### src/osc_ctrl_pkg.sv
// Functional notes
// - Unlock needs E7 then 18, back to back
// - Relock after one accepted control write
// - Bit 7 enables internal oscillator, resets 1
// - Bit 6 crystal; claims both port pins
// - Bit 5 enables watchdog oscillator, resets 1
// - Bit 4 system clock failure detect/recovery
// - Low field selects system clock source
// - No clocks, no system clock failure detection: halt until power-on
`default_nettype none
package osc_ctrl_pkg;
    // Register indices; byte address is four times the index
    localparam int APB_ADDR_W = 14;
    localparam logic [11:0] CTRL_IDX = 12'hf86;
    localparam logic [11:0] STATUS_IDX = 12'hf88;
    localparam logic [11:0] MASK_IDX = 12'hf89;
    localparam logic [11:0] LOCK_IDX = 12'hf8a;

    // Control register layout and values
    localparam logic [7:0] CTRL_RESET = 8'ha0;
    localparam logic [7:0] UNLOCK_KEY1 = 8'he7;
    localparam logic [7:0] UNLOCK_KEY2 = 8'h18;
    localparam int BIT_INT = 7;
    localparam int BIT_XTL = 6;
    localparam int BIT_WDT = 5;
    localparam int BIT_SOF = 4;
    localparam int BIT_WDF = 3;
    localparam int SEL_W = 3;

    // Event bits of the status and mask registers
    localparam int EV_W = 5;
    localparam int EV_UNLOCK = 0;
    localparam int EV_ACCEPT = 1;
    localparam int EV_REFUSE = 2;
    localparam int EV_SEQERR = 3;
    localparam int EV_HALT = 4;
    localparam logic [EV_W-1:0] STATUS_RESET = 5'h00;
    localparam logic [EV_W-1:0] MASK_RESET = 5'h00;

    // Unlock sequence; 2'b10 is illegal
    typedef enum logic [1:0] {
        LOCKED = 2'b00,
        KEY1_SEEN = 2'b01,
        UNLOCKED = 2'b11
    } lock_state_t;
endpackage
`default_nettype wire

### src/oscillator_control_lock.sv
// Design decision made here: the APB slave port.
`default_nettype none
module oscillator_control_lock
    import osc_ctrl_pkg::*;
(
    input wire logic pclk,
    input wire logic presetn,
    input wire logic psel,
    input wire logic penable,
    input wire logic pwrite,
    input wire logic [APB_ADDR_W-1:0] paddr,
    input wire logic [31:0] pwdata,
    input wire logic [3:0] pstrb,
    output logic [31:0] prdata,
    output logic pready,
    output logic pslverr,
    input wire logic soft_reset_req,
    input wire logic gpio_a0_out,
    input wire logic gpio_a0_oe_n,
    input wire logic gpio_a1_out,
    input wire logic gpio_a1_oe_n,
    output logic port_a_pin_zero_out,
    output logic port_a_pin_zero_oe_n,
    output logic port_a_pin_zero_osc,
    output logic port_a_pin_one_out,
    output logic port_a_pin_one_oe_n,
    output logic port_a_pin_one_osc,
    output logic internal_osc_enable,
    output logic crystal_osc_enable,
    output logic watchdog_osc_enable,
    output logic sysclk_fail_detect_enable,
    output logic watchdog_fail_detect_enable,
    output logic [SEL_W-1:0] sysclk_source_select,
    output logic device_halt,
    output logic irq
);
    logic [7:0] ctrl_reg;
    logic [7:0] ctrl_next;
    lock_state_t lock_reg;
    lock_state_t lock_next;
    logic halt_reg;
    logic halt_next;
    logic [EV_W-1:0] status_reg;
    logic [EV_W-1:0] status_next;
    logic [EV_W-1:0] mask_reg;
    logic [EV_W-1:0] mask_next;
    logic [EV_W-1:0] fsm_ev;
    logic [EV_W-1:0] set_bits;
    logic [EV_W-1:0] clr_bits;
    logic [31:0] prdata_reg;
    logic [31:0] prdata_next;
    logic irq_reg;
    logic irq_next;
    logic [11:0] idx;
    logic [7:0] wbyte;
    logic setup;
    logic access;
    logic wr;
    logic hit_ctrl;
    logic hit_status;
    logic hit_mask;
    logic hit_lock;
    logic mapped;
    logic ctrl_wr;
    logic accept;
    logic key2_hit;
    logic no_clock;

    // Bus phase and address decode
    assign idx = paddr[APB_ADDR_W-1:2];
    assign wbyte = pwdata[7:0];
    assign setup = psel & ~penable;
    assign access = psel & penable;
    assign wr = access & pwrite & pstrb[0];
    assign hit_ctrl = (idx == CTRL_IDX);
    assign hit_status = (idx == STATUS_IDX);
    assign hit_mask = (idx == MASK_IDX);
    assign hit_lock = (idx == LOCK_IDX);
    assign mapped = hit_ctrl | hit_status | hit_mask | hit_lock;
    assign ctrl_wr = wr & hit_ctrl & ~soft_reset_req & ~halt_reg;
    assign accept = ctrl_wr & (lock_reg == UNLOCKED);
    assign key2_hit = ctrl_wr & (lock_reg == KEY1_SEEN) & (wbyte == UNLOCK_KEY2);

    // Zero-wait slave; unmapped addresses answer with an error
    assign pready = 1'b1;
    assign pslverr = access & ~mapped;
    assign prdata = prdata_reg;

    // Unlock sequence and control byte
    always_comb begin
        lock_next = lock_reg;
        ctrl_next = ctrl_reg;
        fsm_ev = '0;
        // A halted device ignores the other reset; only presetn revives it
        if (soft_reset_req && !halt_reg) begin
            lock_next = LOCKED;
            ctrl_next = CTRL_RESET;
        end else if (wr && hit_ctrl) begin
            if (halt_reg) begin
                // A halted device takes no further clock setting
                lock_next = LOCKED;
                fsm_ev[EV_REFUSE] = 1'b1;
            end else begin
                unique case (lock_reg)
                    LOCKED: begin
                        if (wbyte == UNLOCK_KEY1) begin
                            lock_next = KEY1_SEEN;
                        end else begin
                            fsm_ev[EV_REFUSE] = 1'b1;
                        end
                    end
                    KEY1_SEEN: begin
                        if (wbyte == UNLOCK_KEY2) begin
                            lock_next = UNLOCKED;
                            fsm_ev[EV_UNLOCK] = 1'b1;
                        end else if (wbyte == UNLOCK_KEY1) begin
                            lock_next = KEY1_SEEN;
                        end else begin
                            lock_next = LOCKED;
                            fsm_ev[EV_SEQERR] = 1'b1;
                        end
                    end
                    UNLOCKED: begin
                        ctrl_next = wbyte;
                        lock_next = LOCKED;
                        fsm_ev[EV_ACCEPT] = 1'b1;
                    end
                    default: begin
                        lock_next = LOCKED;
                    end
                endcase
            end
        end else if (access && pwrite && lock_reg == KEY1_SEEN) begin
            // Keys must be back to back; any other write breaks the pair
            lock_next = LOCKED;
            fsm_ev[EV_SEQERR] = 1'b1;
        end
    end

    always_ff @(posedge pclk or negedge presetn) begin
        if (!presetn) begin
            lock_reg <= LOCKED;
            ctrl_reg <= CTRL_RESET;
        end else begin
            lock_reg <= lock_next;
            ctrl_reg <= ctrl_next;
        end
    end

    // Halt latch; only the power-on reset on presetn clears it
    assign no_clock = ~ctrl_reg[BIT_SOF] & ~ctrl_reg[BIT_INT] & ~ctrl_reg[BIT_XTL] & ~ctrl_reg[BIT_WDT];

    always_comb begin
        halt_next = halt_reg | no_clock;
    end

    always_ff @(posedge pclk or negedge presetn) begin
        if (!presetn) begin
            halt_reg <= 1'b0;
        end else begin
            halt_reg <= halt_next;
        end
    end

    // Status, mask, interrupt and read data
    always_comb begin
        set_bits = fsm_ev;
        set_bits[EV_HALT] = halt_next & ~halt_reg;
        clr_bits = '0;
        // Clear only what the read returned, so a fresh event survives
        if (access && !pwrite && hit_status) begin
            clr_bits = prdata_reg[EV_W-1:0];
        end
        status_next = (status_reg & ~clr_bits) | set_bits;
        mask_next = mask_reg;
        if (wr && hit_mask) begin
            mask_next = wbyte[EV_W-1:0];
        end
        irq_next = |(status_next & mask_next);
        prdata_next = prdata_reg;
        if (setup) begin
            prdata_next = '0;
            if (hit_ctrl) begin
                prdata_next[7:0] = ctrl_reg;
            end else if (hit_status) begin
                prdata_next[EV_W-1:0] = status_reg;
            end else if (hit_mask) begin
                prdata_next[EV_W-1:0] = mask_reg;
            end else if (hit_lock) begin
                prdata_next[2:0] = {halt_reg, lock_reg};
            end
        end
    end

    always_ff @(posedge pclk or negedge presetn) begin
        if (!presetn) begin
            status_reg <= STATUS_RESET;
            mask_reg <= MASK_RESET;
            irq_reg <= 1'b0;
            prdata_reg <= '0;
        end else begin
            status_reg <= status_next;
            mask_reg <= mask_next;
            irq_reg <= irq_next;
            prdata_reg <= prdata_next;
        end
    end

    // Oscillator and clock-select outputs straight from the control flops
    assign internal_osc_enable = ctrl_reg[BIT_INT];
    assign crystal_osc_enable = ctrl_reg[BIT_XTL];
    assign watchdog_osc_enable = ctrl_reg[BIT_WDT];
    assign sysclk_fail_detect_enable = ctrl_reg[BIT_SOF];
    assign watchdog_fail_detect_enable = ctrl_reg[BIT_WDF];
    assign sysclk_source_select = ctrl_reg[SEL_W-1:0];
    assign device_halt = halt_reg;
    assign irq = irq_reg;

    // Crystal pin takeover, one arbiter per pin
    pin_owner u_pin_zero (
        .pclk(pclk),
        .presetn(presetn),
        .osc_claim(ctrl_reg[BIT_XTL]),
        .gpio_out(gpio_a0_out),
        .gpio_oe_n(gpio_a0_oe_n),
        .pin_out(port_a_pin_zero_out),
        .pin_oe_n(port_a_pin_zero_oe_n),
        .osc_owned(port_a_pin_zero_osc)
    );

    pin_owner u_pin_one (
        .pclk(pclk),
        .presetn(presetn),
        .osc_claim(ctrl_reg[BIT_XTL]),
        .gpio_out(gpio_a1_out),
        .gpio_oe_n(gpio_a1_oe_n),
        .pin_out(port_a_pin_one_out),
        .pin_oe_n(port_a_pin_one_oe_n),
        .osc_owned(port_a_pin_one_osc)
    );

    // Checks on the lock sequence and field effects
    a_unlock_needs_key2: assert property (
        @(posedge pclk) disable iff (!presetn)
        (lock_reg == UNLOCKED && $past(lock_reg) != UNLOCKED) |-> $past(key2_hit)
    ) else $error("unlocked without second key");

    a_relock_after_write: assert property (
        @(posedge pclk) disable iff (!presetn)
        accept |=> (lock_reg == LOCKED) ##1 (ctrl_reg == $past(ctrl_reg))
    ) else $error("control register not relocked");

    a_internal_bit: assert property (
        @(posedge pclk) disable iff (!presetn)
        accept |=> internal_osc_enable == $past(pwdata[BIT_INT])
    ) else $error("internal oscillator bit wrong");

    a_crystal_takes_pins: assert property (
        @(posedge pclk) disable iff (!presetn)
        crystal_osc_enable |=> port_a_pin_zero_oe_n && port_a_pin_one_oe_n && port_a_pin_zero_osc
    ) else $error("crystal did not claim pins");

    a_watchdog_bit: assert property (
        @(posedge pclk) disable iff (!presetn)
        accept |=> watchdog_osc_enable == $past(pwdata[BIT_WDT])
    ) else $error("watchdog oscillator bit wrong");

    a_sysfail_bit: assert property (
        @(posedge pclk) disable iff (!presetn)
        accept |=> sysclk_fail_detect_enable == $past(pwdata[BIT_SOF])
    ) else $error("system clock failure bit wrong");

    a_source_select: assert property (
        @(posedge pclk) disable iff (!presetn)
        accept |=> sysclk_source_select == $past(wbyte[SEL_W-1:0])
    ) else $error("clock source select wrong");

    a_halt_entry: assert property (
        @(posedge pclk) disable iff (!presetn)
        no_clock |=> device_halt [*3]
    ) else $error("halt not entered or not held");

    a_halt_sticky: assert property (
        @(posedge pclk) disable iff (!presetn)
        device_halt |=> device_halt && $stable(ctrl_reg)
    ) else $error("halt released or control changed");

    a_locked_write_dropped: assert property (
        @(posedge pclk) disable iff (!presetn)
        (wr && hit_ctrl && lock_reg != UNLOCKED && !soft_reset_req) |=> $stable(ctrl_reg)
    ) else $error("locked write changed control");

    a_bad_key_restart: assert property (
        @(posedge pclk) disable iff (!presetn)
        (ctrl_wr && lock_reg == KEY1_SEEN && wbyte != UNLOCK_KEY1 && wbyte != UNLOCK_KEY2)
        |=> lock_reg == LOCKED && status_reg[EV_SEQERR]
    ) else $error("bad key did not restart sequence");

    a_watchdog_fail_bit: assert property (
        @(posedge pclk) disable iff (!presetn)
        accept |=> watchdog_fail_detect_enable == $past(pwdata[BIT_WDF])
    ) else $error("watchdog failure bit wrong");
endmodule
`default_nettype wire

### src/pin_owner.sv
`default_nettype none
module pin_owner
    import osc_ctrl_pkg::*;
(
    input wire logic pclk,
    input wire logic presetn,
    input wire logic osc_claim,
    input wire logic gpio_out,
    input wire logic gpio_oe_n,
    output logic pin_out,
    output logic pin_oe_n,
    output logic osc_owned
);
    logic pin_out_next;
    logic pin_oe_n_next;
    logic osc_owned_next;

    // Oscillator use beats the GPIO settings; pad released to the crystal
    always_comb begin
        pin_out_next = gpio_out;
        pin_oe_n_next = gpio_oe_n;
        osc_owned_next = 1'b0;
        if (osc_claim) begin
            pin_out_next = 1'b0;
            pin_oe_n_next = 1'b1;
            osc_owned_next = 1'b1;
        end
    end

    // Registered so the pad never sees a decode glitch
    always_ff @(posedge pclk or negedge presetn) begin
        if (!presetn) begin
            pin_out <= 1'b0;
            pin_oe_n <= 1'b1;
            osc_owned <= 1'b0;
        end else begin
            pin_out <= pin_out_next;
            pin_oe_n <= pin_oe_n_next;
            osc_owned <= osc_owned_next;
        end
    end
endmodule
`default_nettype wire

### config.mk
export PLATFORM = sky130hd
export DESIGN_NAME = oscillator_control_lock
export DESIGN_NICKNAME = d
export VERILOG_FILES = /design/src/osc_ctrl_pkg.sv /design/src/oscillator_control_lock.sv /design/src/pin_owner.sv
export SDC_FILE = /design/constraint.sdc
export NUM_CORES = 1
export LEC_CHECK = 0
export BUFFER_PORTS_ARGS = -buffer_cell sky130_fd_sc_hd__buf_4
export CELL_PAD_IN_SITES_DETAIL_PLACEMENT = 0
export CELL_PAD_IN_SITES_GLOBAL_PLACEMENT = 1
export CORE_MARGIN = 1
export CORE_UTILIZATION = 32
export DETAILED_ROUTE_END_ITERATION = 7
export GPL_TIMING_DRIVEN = 1
export HOLD_SLACK_MARGIN = 0.12
export PLACE_DENSITY_LB_ADDON = 0.3
export SYNTH_ARGS = -nofsm -noshare
export SYNTH_HDL_FRONTEND = slang
export SYNTH_SLANG_ARGS = --single-unit
### constraint.sdc
create_clock -name pclk -period 2.1 [get_ports pclk]
set_input_delay 0.42 -clock pclk [delete_from_list [all_inputs] [get_ports pclk]]
set_output_delay 0.42 -clock pclk [all_outputs]
set_load 0.02 [all_outputs]
==> summary.txt <==
Critical path
  • Worst Path Required: 2.26 ns
  • Max FO, Critical Path: 5
  • CP max stage delay: 0.58 ns
  • Critical path's slowest cell: or4b_4
  • Critical Path Source Type: primary input
  • Cells along the critical path: buf_6, or4b_4, or4b_4, nor3_4, buf_4, mux2i_1, nor2_1
  • CP endpoint kind: flip-flop
  • Most used cell, CP: or4b_4
  • Worst Path Class, Setup: in2reg
  • Worst Path Arrival: 2.25 ns

Power
  • Pwr/cell area: 493.8 nW/µm²
  • Worst vdd ir: 0.2364 mV
  • Switching share of power: 26.88%
  • Power share of the combinational group: 15.2%
  • Lkg Pwr: 0.001275 µW
  • NetSw: 366.2 µW
  • Int Power: 996.0 µW
  • Sequential fraction of design power: 50.2%
  • Clock Power Share: 34.6%

Synth
  • Synth cell count leaders: 31 x dfrtp_1, 26 x buf_4, 21 x nand2_1
  • Yosys reg bits: 35
  • Netlist cell types: 44
  • Seq/Total Area, Yosys: 44.00%
  • Asr flop ratio synth: 100.0%
  • Count leader, synth: dfrtp_1
  • Synth area leader: dfrtp_1
  • Post-synth EDFFs: 0
  • Synth Instances: 205
  • Post-Syn Area: 2002 µm²
  • Yosys top cell area share: 38.75%
  • Synth Area per Inst: 9.765 µm²
  • Synth area leaders: dfrtp_1 39%, buf_4 9.7%, dfstp_2 5.3%
  • Synth warnings: 0
  • Main synth FF type: dfrtp_1

Global routing
  • Largest net degree at the start of global routing: 36
  • Total track usage: 17.16%
  • Initial antenna violation count: 0
  • First-pass GRT wire length: 8.349 mm
  • Overflow after GRT: 0
  • Vias in the first global route: 1,690

Timing
  • RSZ-0062 raised after global routing: yes
  • Max-slew headroom: 57.38%
  • PnR worst setup slack: 0.01417 ns
  • Clock Skews: 0.006183 ns
  • Final Setup Violations: 0
  • Period utilisation layout: 99.33%
  • Pins Over Slew Limit: 0
  • Minimum clock period: 2.086 ns
  • Transition time of the tightest slew-check pin: 0.6305 ns
  • Fmax: 479.4 MHz
  • Fin. Hold Viols: 0

Floorplanning
  • Starting Density: 33.42%
  • CORE AREA: 5991 µm²
  • Die area: 6576 µm²
  • Row count: 28
  • Die X-Extent: 81.10 µm
  • Die height: 81.10 µm
  • IO Pins: 110

Clock network
  • Clock sink count: 35
  • TritonCTS clock tree: done
  • CTS buffer count: 5
  • Clock Path Buffers: 2
  • CTS root buffer: clkbuf_8
  • Worst-skew pair later-pin latency: 0.29 ns
  • CTS H-tree depth: 2
  • CTS clock-pin slew for the worst setup and hold paths: 0.07 ns

Drt
  • Remaining DRCs: 0
  • Via density: 4.818
  • Drt wl/cell: 14.51 µm
  • Total wire length: 5.268 mm
  • Vias: 1,749
  • Post-route ant nets: 0
  • Drt first pass iters: 4
  • Initial DRC count: 48

Worst hold path
  • HP Class: in2reg

Layout
  • Layout fillers: 612
  • Layout cells sized above 1: 40.28%
  • Area delta synth->final: 37.81%
  • Register area: 880.8 µm²
  • Multi-input gate area in the final layout: 1032 µm²
  • Final nets: 347
  • N_diodes: 0
  • Finished Cell Area: 2759 µm²

Placement
  • Number of port buffers: 55
  • Setup WS pre-CTS: -0.3325 ns
  • GPL Wtd Cong: 0.7869
  • Dpl cell area: 2587 µm²
  • Final HPWL DP: 3.990 mm

Run status
  • Outcome: completed

Job
  • Total of max-cap violations: 0
[worst paths after layout]
| kind | endpoint | slack, ns | start | depth (start not counted) |
|---|---|---|---|---|
| max | ctrl_reg[6] | 0.01 | paddr[6] | 7 |
| min | u_pin_one.pin_oe_n | 0.32 | gpio_a1_oe_n | 2 |
| max reg2reg | irq | 0.18 | lock_reg[1] | 5 |
| min reg2reg | prdata[5] | 0.48 | prdata[5] | 2 |
| max in group asynchronous | ctrl_reg[5] | 1.11 | presetn | 2 |
| min in group asynchronous | u_pin_zero.pin_out | 0.63 | presetn | 2 |
[per-stage QoR]
step	util, %	std cells	hold WS, ns	power, µW	TNS [ns]
2_1_floorplan	-	228	0.1244	827.9	-1.474
3_3_place_gp	43.19	351	0.4026	897.5	-3.239
3_5_place_dp	43.19	351	0.4077	898.3	-3.184
4_1_cts	45.47	363	0.3111	1377	-0.08485
5_1_grt	46.05	363	0.3151	1422	-0.09049
6_report	46.05	363	0.3184	1362	0
[layout make-up]
| class | count | area share, % |
|---|---|---|
| Sequential cell | 35 | 31.93 |
| Clock buffer | 7 | 2.766 |
| Timing Repair Buffer | 85 | 23.90 |
| Inverter | 3 | 0.4082 |
| Tap cell | 75 | 3.401 |
| Multi-Input combinational cell | 157 | 37.41 |
| Clock inverter | 1 | 0.1814 |
[cell usage in the layout, fill, tap and decap left out, types with 2 or more instances in the layout]
| master | Yosys | final |
|---|---|---|
| conb_1 | 2 | 25 |
| a21boi_0 | 2 | 2 |
| nand3b_1 | 2 | 2 |
| clkbuf_8 | 0 | 5 |
| a22o_1 | 2 | 2 |
| nor4b_1 | 3 | 3 |
| nand3_1 | 4 | 4 |
| buf_6 | 0 | 5 |
| o21ai_0 | 20 | 17 |
| a21oi_1 | 3 | 3 |
| o21ai_1 | 0 | 3 |
| nor4_1 | 3 | 2 |
| a22oi_1 | 6 | 6 |
| dfrtp_1 | 31 | 31 |
| buf_4 | 26 | 79 |
| nand4_1 | 5 | 5 |
| clkbuf_1 | 4 | 2 |
| nand4b_1 | 4 | 4 |
| inv_1 | 3 | 3 |
| mux2_2 | 5 | 5 |
| or2_2 | 6 | 6 |
| dfstp_2 | 4 | 4 |
| nor2b_1 | 8 | 8 |
| nor2_1 | 7 | 5 |
| or4b_4 | 1 | 2 |
| o21a_1 | 3 | 3 |
| nand2_1 | 21 | 21 |
| mux2i_1 | 8 | 8 |
[worst max-delay path, delay by kind of cell]
kind | cells | cell delay, ns
muxes | 1 | 0.18
buffers and inverters | 2 | 0.26
and+or+nand+nor | 4 | 1.38
[metal layers]
metal  global-route usage (%)  part of all wire, %  vias up  wire, µm
met1                    23.08                   46      831      2407
met3                    3.258                  5.6        5       295
li1                         -                    -      852         -
met2                    27.65                   47       61      2496
met4                    5.536                  1.3        0        69
met5                        0                    0        -         0
[timing repair]
item | in CTS | in global routing
hold endpoints to repair | 31 | 0
gates resized for setup | 7 | 6
pin swaps | 4 | 6
buffers inserted | 3 | 0
setup endpoints to repair | 4 | 10
hold buffers | 1 | 0
[cell families after synthesis]
kind of cell | Yosys count | share of synthesized area (%)
other cells | 2 | 0.3751
mux | 13 | 6.812
flops | 35 | 44.00
compound gates | 45 | 14.69
buf+inv | 36 | 11.81
simple gates | 74 | 22.31
[power by group through the flow]
stage | sequential, µW | combinational, µW | clock, µW
3_3_place_gp | 696 | 202 | 0
6_report | 683 | 207 | 471
4_1_cts | 683 | 205 | 489
3_5_place_dp | 696 | 202 | 0
2_1_floorplan | 703 | 125 | 0
5_1_grt | 683 | 227 | 511
No activity file was read; power rests on OpenSTA's default activity.
